**src/fieldbus_node_pkg.sv**
```systemverilog
// Shared constants, types and register map of the fieldbus node configuration block.
package fieldbus_node_pkg;

    // Timing: the clock rate and the indicator blink half period.
    localparam int unsigned CLK_FREQ_KHZ      = 40000;
    localparam int unsigned BLINK_HALF_MS     = 500;
    localparam int unsigned BLINK_HALF_CYCLES = BLINK_HALF_MS * CLK_FREQ_KHZ;

    // Register byte offsets on the bus.
    localparam logic [7:0] OFS_NODE_STATE = 8'h00;
    localparam logic [7:0] OFS_PEND_ADDR  = 8'h04;
    localparam logic [7:0] OFS_PEND_RATE  = 8'h08;
    localparam logic [7:0] OFS_TERM_RATE  = 8'h0c;
    localparam logic [7:0] OFS_COMMAND    = 8'h10;
    localparam logic [7:0] OFS_STORED     = 8'h14;
    localparam logic [7:0] OFS_ACTIVE     = 8'h18;
    localparam logic [7:0] OFS_STATUS     = 8'h1c;

    // Command register bit positions.
    localparam int unsigned CMD_SAVE_BIT    = 0;
    localparam int unsigned CMD_RESTART_BIT = 1;
    localparam int unsigned CMD_CLR_REJ_BIT = 2;

    // Value limits and encodings.
    localparam logic [7:0]  SWITCH_ADDR_MAX = 8'h3f;
    localparam logic [3:0]  DIGIT_MAX       = 4'h9;
    localparam logic [3:0]  RATE_SWITCH_MAX = 4'h2;
    localparam logic [1:0]  RATE_CODE_MAX   = 2'h2;
    localparam logic [1:0]  RATE_CODE_125K  = 2'h0;
    localparam logic [1:0]  RATE_CODE_250K  = 2'h1;
    localparam logic [1:0]  RATE_CODE_500K  = 2'h2;
    localparam logic [31:0] KBPS_125        = 32'h0000007d;
    localparam logic [31:0] KBPS_250        = 32'h000000fa;
    localparam logic [31:0] KBPS_500        = 32'h000001f4;

    // Values after reset.
    localparam logic [5:0]  STORED_ADDR_RST = 6'h3f;
    localparam logic [1:0]  STORED_RATE_RST = 2'h0;
    localparam logic [8:0]  NODE_STATE_RST  = 9'h000;

    typedef enum logic [2:0] {
        LED_OFF,
        LED_GREEN,
        LED_GREEN_BLINK,
        LED_RED_BLINK,
        LED_RED
    } led_mode_e;

    // Node condition reported by the protocol firmware, bit 0 is online.
    typedef struct packed {
        logic bus_off;
        logic dup_address;
        logic io_timeout;
        logic recoverable_fault;
        logic config_valid;
        logic master_allocated;
        logic conn_established;
        logic dup_check_done;
        logic online;
    } node_state_s;

    // Address and bit rate in use, with where each came from.
    typedef struct packed {
        logic       rate_from_switch;
        logic       addr_from_switch;
        logic [1:0] rate;
        logic [5:0] addr;
    } node_config_s;

endpackage

```
**src/node_switch_decode.sv**
```systemverilog
// Decodes the rotary switches, falling back to stored values when out of range.
`timescale 1ns/1ps
`default_nettype none
module node_switch_decode
(
    input  wire logic [3:0]                  address_tens_switch_i,
    input  wire logic [3:0]                  address_units_switch_i,
    input  wire logic [3:0]                  rate_switch_i,
    input  wire logic [5:0]                  stored_addr_i,
    input  wire logic [1:0]                  stored_rate_i,
    output fieldbus_node_pkg::node_config_s  config_o
);

    logic [7:0] sw_value;
    logic       addr_ok;
    logic       rate_ok;

    assign sw_value = ({4'h0, address_tens_switch_i} << 3)
                    + ({4'h0, address_tens_switch_i} << 1)
                    + {4'h0, address_units_switch_i};

    assign addr_ok = (address_units_switch_i <= fieldbus_node_pkg::DIGIT_MAX)
                   && (sw_value <= fieldbus_node_pkg::SWITCH_ADDR_MAX);
    assign rate_ok = (rate_switch_i <= fieldbus_node_pkg::RATE_SWITCH_MAX);

    always_comb
    begin
        config_o.addr_from_switch = addr_ok;
        config_o.rate_from_switch = rate_ok;
        config_o.addr = addr_ok ? sw_value[5:0] : stored_addr_i;
        config_o.rate = rate_ok ? rate_switch_i[1:0] : stored_rate_i;
    end

endmodule
`default_nettype wire

```
**src/status_led_driver.sv**
```systemverilog
// Drives the combined module and network indicator from the node condition.
`timescale 1ns/1ps
`default_nettype none
module status_led_driver
#(
    parameter int unsigned BLINK_HALF_CYCLES = fieldbus_node_pkg::BLINK_HALF_CYCLES
)
(
    input  wire logic                           ref_clk_i,
    input  wire logic                           rst_b_i,
    input  wire fieldbus_node_pkg::node_state_s state_i,
    output logic                                green_o,
    output logic                                red_o,
    output fieldbus_node_pkg::led_mode_e        mode_o
);

    localparam int unsigned CW = $clog2(BLINK_HALF_CYCLES + 1);

    logic [CW-1:0]                blink_count;
    logic                         blink_phase;
    fieldbus_node_pkg::led_mode_e next_mode;

    always_ff @(posedge ref_clk_i or negedge rst_b_i)
    begin
        if (!rst_b_i)
        begin
            blink_count <= '0;
            blink_phase <= 1'b0;
        end
        else if (blink_count >= CW'(BLINK_HALF_CYCLES - 1))
        begin
            blink_count <= '0;
            blink_phase <= ~blink_phase;
        end
        else
        begin
            blink_count <= blink_count + CW'(1);
        end
    end

    // Faults that stop communication outrank the offline case, since a failed
    // duplicate check has completed and must still be visible.
    always_comb
    begin
        if (state_i.dup_address || state_i.bus_off)
            next_mode = fieldbus_node_pkg::LED_RED;
        else if (!state_i.online || !state_i.dup_check_done)
            next_mode = fieldbus_node_pkg::LED_OFF;
        else if (state_i.recoverable_fault || state_i.io_timeout)
            next_mode = fieldbus_node_pkg::LED_RED_BLINK;
        else if (state_i.conn_established && state_i.master_allocated
                 && state_i.config_valid)
            next_mode = fieldbus_node_pkg::LED_GREEN;
        else
            next_mode = fieldbus_node_pkg::LED_GREEN_BLINK;
    end

    always_ff @(posedge ref_clk_i or negedge rst_b_i)
    begin
        if (!rst_b_i)
        begin
            mode_o  <= fieldbus_node_pkg::LED_OFF;
            green_o <= 1'b0;
            red_o   <= 1'b0;
        end
        else
        begin
            mode_o  <= next_mode;
            green_o <= (next_mode == fieldbus_node_pkg::LED_GREEN)
                    || ((next_mode == fieldbus_node_pkg::LED_GREEN_BLINK) && blink_phase);
            red_o   <= (next_mode == fieldbus_node_pkg::LED_RED)
                    || ((next_mode == fieldbus_node_pkg::LED_RED_BLINK) && blink_phase);
        end
    end

endmodule
`default_nettype wire

```
**src/fieldbus_node_config_status.sv**
```systemverilog
// Fieldbus node address, bit rate and status indicator logic with an AHB-Lite slave.
//
// Summary of operation
// - Address switches reading 0 to 63 give the station address directly.
// - Switches above 63 select the stored address from command or network object.
// - Address command, save, then full restart changes the stored station address.
// - Rate switch 0, 1, 2 selects 125, 250, 500 kbit/s.
// - Rate switch above 2 uses the stored rate code 0 to 2.
// - Terminal rate write accepts only 125, 250 or 500; stored after save and restart.
// - New address or rate applies only after save and restart.
// - Indicator off while offline or duplicate address check is unfinished; here duplicate address or bus-off still shows steady red.
// - Steady green when online, connected, configured and allocated to a master.
// - Blinking green when online but not connected, allocated or configured.
// - Blinking red on recoverable fault or timed-out I/O connection.
// - Steady red on duplicate address or bus-off.
//
// The placing of the registers and register access over AHB-Lite were left to the implementer.
`timescale 1ns/1ps
`default_nettype none
module fieldbus_node_config_status
#(
    parameter int unsigned BLINK_HALF_CYCLES = fieldbus_node_pkg::BLINK_HALF_CYCLES
)
(
    input  wire logic        ref_clk_i,
    input  wire logic        rst_b_i,
    input  wire logic        hsel,
    input  wire logic [31:0] haddr,
    input  wire logic [1:0]  htrans,
    input  wire logic        hwrite,
    input  wire logic [2:0]  hsize,
    input  wire logic [31:0] hwdata,
    input  wire logic        hready,
    output logic             hreadyout,
    output logic             hresp,
    output logic [31:0]      hrdata,
    input  wire logic [3:0]  address_tens_switch_i,
    input  wire logic [3:0]  address_units_switch_i,
    input  wire logic [3:0]  rate_switch_i,
    output logic [5:0]       node_address_o,
    output logic [1:0]       bit_rate_code_o,
    output logic             node_restart_o,
    output logic             led_green_o,
    output logic             led_red_o
);

    // Bus data phase bookkeeping.
    logic                           wr_pending;
    logic [7:0]                     wr_offset;
    logic                           rd_take;

    // Software visible state.
    fieldbus_node_pkg::node_state_s node_state;
    logic [5:0]                     pend_addr;
    logic [1:0]                     pend_rate;
    logic [5:0]                     stored_addr;
    logic [1:0]                     stored_rate;
    logic                           rejected;
    logic                           resample;
    fieldbus_node_pkg::node_config_s active;

    // Decoded write strobes of the data phase.
    logic                           wr_state;
    logic                           wr_addr;
    logic                           wr_rate;
    logic                           wr_term;
    logic                           wr_cmd;
    logic                           do_save;
    logic                           do_restart;
    logic                           addr_bad;
    logic                           rate_bad;
    logic                           term_ok;
    logic [1:0]                     term_code;
    logic                           set_reject;

    fieldbus_node_pkg::node_config_s decoded;
    fieldbus_node_pkg::led_mode_e    led_mode;
    logic                            led_green;
    logic                            led_red;
    logic [31:0]                     next_rdata;

    assign rd_take = hsel && htrans[1] && hready && !hwrite;

    // The slave never stalls, so every transfer completes with one data phase.
    always_ff @(posedge ref_clk_i or negedge rst_b_i)
    begin
        if (!rst_b_i)
        begin
            wr_pending <= 1'b0;
            wr_offset  <= 8'h00;
        end
        else if (hready)
        begin
            wr_pending <= hsel && htrans[1] && hwrite;
            wr_offset  <= {haddr[7:2], 2'b00};
        end
    end

    always_ff @(posedge ref_clk_i or negedge rst_b_i)
    begin
        if (!rst_b_i)
        begin
            hreadyout <= 1'b0;
            hresp     <= 1'b0;
        end
        else
        begin
            hreadyout <= 1'b1;
            hresp     <= 1'b0;
        end
    end

    always_comb
    begin
        wr_state = 1'b0;
        wr_addr  = 1'b0;
        wr_rate  = 1'b0;
        wr_term  = 1'b0;
        wr_cmd   = 1'b0;
        if (!wr_pending)
            wr_state = 1'b0;
        else if (wr_offset == fieldbus_node_pkg::OFS_NODE_STATE)
            wr_state = 1'b1;
        else if (wr_offset == fieldbus_node_pkg::OFS_PEND_ADDR)
            wr_addr = 1'b1;
        else if (wr_offset == fieldbus_node_pkg::OFS_PEND_RATE)
            wr_rate = 1'b1;
        else if (wr_offset == fieldbus_node_pkg::OFS_TERM_RATE)
            wr_term = 1'b1;
        else if (wr_offset == fieldbus_node_pkg::OFS_COMMAND)
            wr_cmd = 1'b1;
    end

    assign do_save    = wr_cmd && hwdata[fieldbus_node_pkg::CMD_SAVE_BIT];
    assign do_restart = wr_cmd && hwdata[fieldbus_node_pkg::CMD_RESTART_BIT];
    assign addr_bad   = hwdata > {24'h000000, fieldbus_node_pkg::SWITCH_ADDR_MAX};
    assign rate_bad   = hwdata > {30'h00000000, fieldbus_node_pkg::RATE_CODE_MAX};

    always_comb
    begin
        term_ok   = 1'b1;
        term_code = fieldbus_node_pkg::RATE_CODE_125K;
        if (hwdata == fieldbus_node_pkg::KBPS_125)
            term_code = fieldbus_node_pkg::RATE_CODE_125K;
        else if (hwdata == fieldbus_node_pkg::KBPS_250)
            term_code = fieldbus_node_pkg::RATE_CODE_250K;
        else if (hwdata == fieldbus_node_pkg::KBPS_500)
            term_code = fieldbus_node_pkg::RATE_CODE_500K;
        else
            term_ok = 1'b0;
    end

    assign set_reject = (wr_addr && addr_bad) || (wr_rate && rate_bad)
                      || (wr_term && !term_ok);

    always_ff @(posedge ref_clk_i or negedge rst_b_i)
    begin
        if (!rst_b_i)
            node_state <= fieldbus_node_pkg::NODE_STATE_RST;
        else if (wr_state)
            node_state <= hwdata[8:0];
    end

    // Pending values are what the address and rate commands write; they do
    // nothing to the running node until saved and restarted.
    always_ff @(posedge ref_clk_i or negedge rst_b_i)
    begin
        if (!rst_b_i)
        begin
            pend_addr <= fieldbus_node_pkg::STORED_ADDR_RST;
            pend_rate <= fieldbus_node_pkg::STORED_RATE_RST;
        end
        else
        begin
            if (wr_addr && !addr_bad)
                pend_addr <= hwdata[5:0];
            if (wr_rate && !rate_bad)
                pend_rate <= hwdata[1:0];
            else if (wr_term && term_ok)
                pend_rate <= term_code;
        end
    end

    // Stand-in for the non-volatile copy; it is lost on a hard reset here.
    always_ff @(posedge ref_clk_i or negedge rst_b_i)
    begin
        if (!rst_b_i)
        begin
            stored_addr <= fieldbus_node_pkg::STORED_ADDR_RST;
            stored_rate <= fieldbus_node_pkg::STORED_RATE_RST;
        end
        else if (do_save)
        begin
            stored_addr <= pend_addr;
            stored_rate <= pend_rate;
        end
    end

    // The reject flag is sticky; a new reject wins over a clear in the same cycle.
    always_ff @(posedge ref_clk_i or negedge rst_b_i)
    begin
        if (!rst_b_i)
            rejected <= 1'b0;
        else if (set_reject)
            rejected <= 1'b1;
        else if (wr_cmd && hwdata[fieldbus_node_pkg::CMD_CLR_REJ_BIT])
            rejected <= 1'b0;
    end

    always_ff @(posedge ref_clk_i or negedge rst_b_i)
    begin
        if (!rst_b_i)
            resample <= 1'b1;
        else
            resample <= do_restart;
    end

    node_switch_decode u_switch_decode
    (
        .address_tens_switch_i  (address_tens_switch_i),
        .address_units_switch_i (address_units_switch_i),
        .rate_switch_i          (rate_switch_i),
        .stored_addr_i          (stored_addr),
        .stored_rate_i          (stored_rate),
        .config_o               (decoded)
    );

    always_ff @(posedge ref_clk_i or negedge rst_b_i)
    begin
        if (!rst_b_i)
        begin
            active          <= '0;
            node_address_o  <= 6'h00;
            bit_rate_code_o <= 2'h0;
            node_restart_o  <= 1'b0;
        end
        else
        begin
            node_restart_o <= resample;
            if (resample)
            begin
                active          <= decoded;
                node_address_o  <= decoded.addr;
                bit_rate_code_o <= decoded.rate;
            end
        end
    end

    status_led_driver
    #(
        .BLINK_HALF_CYCLES (BLINK_HALF_CYCLES)
    )
    u_led
    (
        .ref_clk_i (ref_clk_i),
        .rst_b_i   (rst_b_i),
        .state_i   (node_state),
        .green_o   (led_green),
        .red_o     (led_red),
        .mode_o    (led_mode)
    );

    always_ff @(posedge ref_clk_i or negedge rst_b_i)
    begin
        if (!rst_b_i)
        begin
            led_green_o <= 1'b0;
            led_red_o   <= 1'b0;
        end
        else
        begin
            led_green_o <= led_green;
            led_red_o   <= led_red;
        end
    end

    // Read data is prepared in the address phase so it leaves a flip-flop.
    always_comb
    begin
        next_rdata = 32'h00000000;
        if (haddr[7:0] == fieldbus_node_pkg::OFS_NODE_STATE)
            next_rdata = {23'h000000, node_state};
        else if (haddr[7:0] == fieldbus_node_pkg::OFS_PEND_ADDR)
            next_rdata = {26'h0000000, pend_addr};
        else if (haddr[7:0] == fieldbus_node_pkg::OFS_PEND_RATE)
            next_rdata = {30'h00000000, pend_rate};
        else if (haddr[7:0] == fieldbus_node_pkg::OFS_STORED)
            next_rdata = {22'h000000, stored_rate, 2'h0, stored_addr};
        else if (haddr[7:0] == fieldbus_node_pkg::OFS_ACTIVE)
            next_rdata = {22'h000000, active};
        else if (haddr[7:0] == fieldbus_node_pkg::OFS_STATUS)
            next_rdata = {16'h0000, rate_switch_i, address_tens_switch_i,
                          address_units_switch_i, led_mode, 1'b0};
        if (haddr[7:0] == fieldbus_node_pkg::OFS_STATUS)
            next_rdata[0] = rejected;
    end

    always_ff @(posedge ref_clk_i or negedge rst_b_i)
    begin
        if (!rst_b_i)
            hrdata <= 32'h00000000;
        else if (rd_take)
            hrdata <= next_rdata;
    end

endmodule
`default_nettype wire

```
**config.mk**
```make
export PLATFORM = sky130hd
export DESIGN_NAME = fieldbus_node_config_status
export DESIGN_NICKNAME = d
export VERILOG_FILES = /design/src/fieldbus_node_pkg.sv /design/src/node_switch_decode.sv /design/src/status_led_driver.sv /design/src/fieldbus_node_config_status.sv
export SDC_FILE = /design/constraint.sdc
export NUM_CORES = 1
export LEC_CHECK = 0
export BUFFER_PORTS_ARGS = -buffer_cell sky130_fd_sc_hd__buf_2
export CAP_MARGIN = 20
export CORE_UTILIZATION = 40
export CTS_CLUSTER_DIAMETER = 30
export DETAILED_ROUTE_END_ITERATION = 8
export PLACE_DENSITY = 0.59
export SLEW_MARGIN = 20
export SYNTH_ARGS = -nofsm -noshare
export SYNTH_HDL_FRONTEND = slang
export SYNTH_SLANG_ARGS = --single-unit
```
**constraint.sdc**
```tcl
create_clock -name ref_clk_i -period 4.4 [get_ports ref_clk_i]
set_input_delay 0.66 -clock ref_clk_i [delete_from_list [all_inputs] [get_ports ref_clk_i]]
set_output_delay 0.66 -clock ref_clk_i [all_outputs]
set_load 0.005 [all_outputs]
```
# == Word-level counts from Yosys, hierarchy flattened ==
# Index checks and enable logic that the tools add are counted.
# totals
ff_bits,111
output_inout_bits,45
word_cells,136
# op_classes
add_sub_neg,3
n_lt_le_gt_ge,6
eq_ne,16
n_mux,44
bitwise_logic,1
n_reduce_logical,35
# ops
cell,count
16-bit 2-to-1 mux,6
"32-bit by 7-bit == test with 1-bit output, second input constant",1
"32-bit by 8-bit == test with 1-bit output, second input constant",1
"32-bit by 9-bit == test with 1-bit output, second input constant",1
"32-bit by 2-bit greater-than comparator with 1-bit output, second input constant",1
"32-bit by 6-bit greater-than comparator with 1-bit output, second input constant",1
1-bit 2-to-1 mux,26
"25-bit by 1-bit adder with 25-bit output, second input constant",1
"25-bit greater-or-equal comparator, second input constant",1
25-bit 2-to-1 mux,1
"8-bit by 5-bit == test with 1-bit output, second input constant",3
1-bit logical AND,18
8-bit logical NOT,2
2-bit 2-to-1 mux,7
"6-bit by 2-bit == test with 1-bit output, second input constant",2
3-bit 2-to-1 mux,3
7-bit by 5-bit adder with 8-bit output,1
8-bit by 4-bit adder with 8-bit output,1
"8-bit by 3-bit == test with 1-bit output, second input constant",1
"8-bit by 4-bit == test with 1-bit output, second input constant",1
"8-bit by 6-bit <= comparator with 1-bit output, second input constant",1
1-bit logical OR,7
"3-bit by 2-bit == test with 1-bit output, second input constant",2
"6-bit by 1-bit == test with 1-bit output, second input constant",1
other kinds (9),15

# == Longest topological paths before layout ==
# depth
word_depth,10
mapped_depth,9
mapped_depth_nobuf,9

# == Hierarchy ==
# A second synthesis with hierarchy kept.
# unflattened
cells_unflattened,474
area_unflattened_um2,5171.2
# by_module_without_submodules
mod,n_inst,cells_per_inst,area_per_inst_um2,seq_area_each_um2
fieldbus_node_config_status,1,268,3213.1,1617.8
status_led_driver,1,157,1547.7,775.7
node_switch_decode,1,49,410.4,0.0

# == Worst setup path before layout ==
# OpenSTA, ideal clock, no wires.
# synth_path
path_kind,input -> register
startpoint,input address_tens_switch_i[0]
endpoint,register active[4] in the netlist's numbering
setup_time_ns,0.125
arrival_ns,3.098
required_time_ns,4.275
path_slack_ns,1.177
path_stages,9
n_path_buf,0
cell_sequence,inv_1 -> fa_1 -> inv_1 -> fa_1 -> a211oi_1 -> nor2_1 -> a211oi_4 -> mux2_2 -> mux2_2
# synth_via
elab_chain_len,5
# synth_lines
element,line,source
start: declaration,fieldbus_node_config_status.sv:37,"input wire logic [3:0] address_tens_switch_i,"
7-bit by 5-bit adder with 8-bit output (*),node_switch_decode.sv:19,"+ ({4'h0, address_tens_switch_i} << 1)"
8-bit by 4-bit adder with 8-bit output (*),node_switch_decode.sv:20,"+ {4'h0, address_units_switch_i};"
8-bit by 6-bit <= comparator with 1-bit output,node_switch_decode.sv:23,&& (sw_value <= fieldbus_node_pkg::SWITCH_ADDR_MAX);
1-bit logical AND,node_switch_decode.sv:23,
6-bit 2-to-1 mux (*),node_switch_decode.sv:30,config_o.addr = addr_ok ? sw_value[5:0] : stored_addr_i;
end signal: assignment,fieldbus_node_config_status.sv:242,active <= decoded;
end: declaration,fieldbus_node_config_status.sv:60,fieldbus_node_pkg::node_config_s active;
# Every way passes the cells marked *; elsewhere a longest branch is shown, timed or not.
# A chain may end at the register's enable or synchronous reset.

# == Worst setup path after layout ==
# Ends and elaborated chain as after synthesis.

==> impl_metrics.toml <==
[timing]
whs_ns = 0.3487
min_period_ns = 3.170
clock_skew_ns = 0.006232
worst_pin_slew_ns = 0.8847
rsz0062_at_grt = "false"
setup_viol = 0
setup_ws_ns = 1.230
hold_viol = 0
fmax_mhz = 315.5
post-route-period-util_pct = 72.04
fin_setup_tns_ns = 0
slew_violations = 0
slew_headroom_pct = 41.02

[yosys]
synth-edff-count = 0
synth.most_common_cell = "dfrtp_1"
synth_xor_area_share_pct = 4.118
synth_ff_type = "dfrtp_1"
yosysTopAreaCell = "dfrtp_1"
syn_area_mm2 = 0.005105
synth_top_family_by_area = "simple AND/OR/NAND/NOR gates"
synth_fa_ha_area_share_pct = 2.745
synth_cell_types = 58
yosysTopAreaCellShare_pct = 40.20
synthCells = 506
yosys.area_share.simple_pct = 20.47
postSynthAreaPerCell_um2 = 10.09
yosysSeqAreaShare_pct = 46.89
synthArstFlopShare_pct = 100.0
synth_common_cells = "dfrtp_1 (82), nor2_1 (59), nand2_1 (43)"
synth_compound_area_share_pct = 9.755
synth_mux_area_share_pct = 9.485
yosysWarnings = 0
yosys_register_bits = 95
yosys-top-cells-area = "dfrtp_1 (40%), mux2_2 (7.7%), dfstp_2 (6.7%), nor2_1 (4.3%), buf_4 (3.7%)"

[global_route]
grt_pass1_wl_um = 19190
grt_antenna_before_repair = 0
grt_overflow = 0
grt_use_total_pct = 18.85
grt_max_degree = 71
grt_pass1_vias = 3828

[route]
ant_nets = 0
via_count = 3944
wl_um = 11640
wl_per_cell_um = 15.52
drc_errors = 0
drtIter0Drc = 259
vias_per_cell = 5.259
first_pass_iters = 5

[worst_setup_path]
crit_buf_inv = 3
required_ns = 4.63
rr_endpoint = "u_led.blink_count[18]"
crit_chain = "buf_2, inv_1, fa_1, inv_1, fa_1, a211oi_1, nor2_1, a211oi_4, mux2_2, mux2_2"
reg2reg_depth = 5
critPathMaxStageDelay_ns = 0.53
crit_path_end = "active[4]"
r2r-start = "u_led.blink_count[17]"
path_depth = 10
crit_slowest_cell = "fa_1"
crit_start = "address_tens_switch_i[0]"
cp_max_fo = 7
cp_top_family = "adder cells"
critical_path_arrival_ns = 3.40
worstSetupEndpointType = "flip-flop"
start_kind = "input port"
rrSetupSlack_ns = 2.15
path_class = "input port to flip-flop"

[clock_tree]
ctsResizeCount = 0
clockRootBuffer = "clkbuf_16"
clock_path_buffers = 2
post_cts_buffers = 0
clkSinkCount = 95
cts_made_buffers = 9
cts_tree = "yes"
clkTransAtPathRegs_ns = 0.06
htreeDepth = 3
holdBufCountCts = 0
clock_latency_ns = 0.34

[floorplanning]
dieArea_mm2 = 0.01322
die_h_um = 115.0
rows = 40
start_util_pct = 41.80
fp.coreArea_mm2 = 0.01221
pin_count = 131
die_w_um = 115.0

[place]
io_buffer_count = 85
globalplace.congestion = 0.8057
dp_hpwl_um = 8740
post-place-ws_ns = 0.8832

[power]
ir_drop_v = 0.0001931
p_int_mw = 1.409
p_seq_share_pct = 50.3
pwr-share-clk_pct = 39.3
power_per_cell_area_mw_per_mm2 = 320.8
p_leak_nw = 2.688
p_sw_share_pct = 24.61
p_total_mw = 1.870
switchingPower_mw = 0.4600
combPwrFrac_pct = 10.3

[min_path]
hp-class = "flip-flop to flip-flop"

[job]
drv_cap = 0

[layout]
fin_util_pct = 47.72
antenna_cells = 0
drive_above_1_share_pct = 26.80
area_delta_synth_final_pct = 14.14
fin_nets = 673

[status]
status = "completed"
==> power by group through the flow <==
stage	Combinational (mW)	Clock, mW	Sequential, mW
2_1_floorplan	0.121	0	0.946
3_3_place_gp	0.191	0	0.955
3_5_place_dp	0.195	0	0.957
4_1_cts	0.195	0.762	0.941
5_1_grt	0.218	0.792	0.945
6_report	0.193	0.735	0.941
==> area by class of cell <==
class                      instances  area (um^2)
clock inverter                     4        30.03
inverter                          15        56.30
timing repair buffer              86        435.4
multi-input combinational        370         2445
tap                              168        210.2
clock buffer                      12        256.5
fill                            1203         6385
sequential                        95         2394
==> per-layer routing <==
layer,routed length [um],GRT usage [%],vias to the layer above
li1,-,-,1913
met1,5745,26.98,1901
met2,5186,28.43,114
met3,496,3.268,16
met4,209,7.359,0
met5,0,0,-
==> worst min path at each step <==
stage	from	to	cells after the start
after global routing	u_led.red_o	led_red_o	0
after detailed placement	u_led.red_o	led_red_o	0
after floorplan	u_led.green_o	led_green_o	0
after CTS	u_led.red_o	led_red_o	0
after global placement	u_led.red_o	led_red_o	0
final	u_led.red_o	led_red_o	0
==> cell families (layout without fill, tap and decap cells) <==
logic type / Yosys count / in the layout
XOR/XNOR: 24 / 24
multiplexers: 44 / 44
buffers and inverters: 57 / 117
AND/OR/NAND/NOR: 202 / 202
flip-flops: 95 / 95
AO/OA/AOI/OAI: 72 / 72
adder cells (fa/ha/maj): 10 / 10
other: 2 / 18
==> worst register-to-register path, cell delays in order (launching register included) <==
cell and delay [ns]:
dfrtp_1 0.44, or3_1 0.38, nor4_1 0.28, nand4_1 0.21, a31oi_4 0.67, nor2_1 0.13
==> flip-flops by register name, indices dropped and copies added, names as in the netlist, 2 cells and up <==
signal	count
u_led.blink_count	25
hrdata	16
active	10
node_state	9
pend_addr	6
stored_addr	6
wr_offset	6
u_led.mode_o	3
pend_rate	2
stored_rate	2
==> layout by cell type, fill, tap and decap left out, types with 13 or more instances in the layout <==
cell     count
buf_2       84
dfrtp_1     82
nor2_1      59
nand2_1     43
mux2_2      35
nand3_1     22
a21oi_1     20
o21ai_0     18
conb_1      18
nor3_1      17
inv_1       15
xor2_1      15
nand4_1     13
dfstp_2     13
==> stage by stage <==
step,std cells,area [um^2]
floorplan,522,5165
global placement,734,5540
detailed placement,734,5540
CTS,750,5827
global route,750,5827
finish,750,5827
Power figures use the tool's default switching activity.
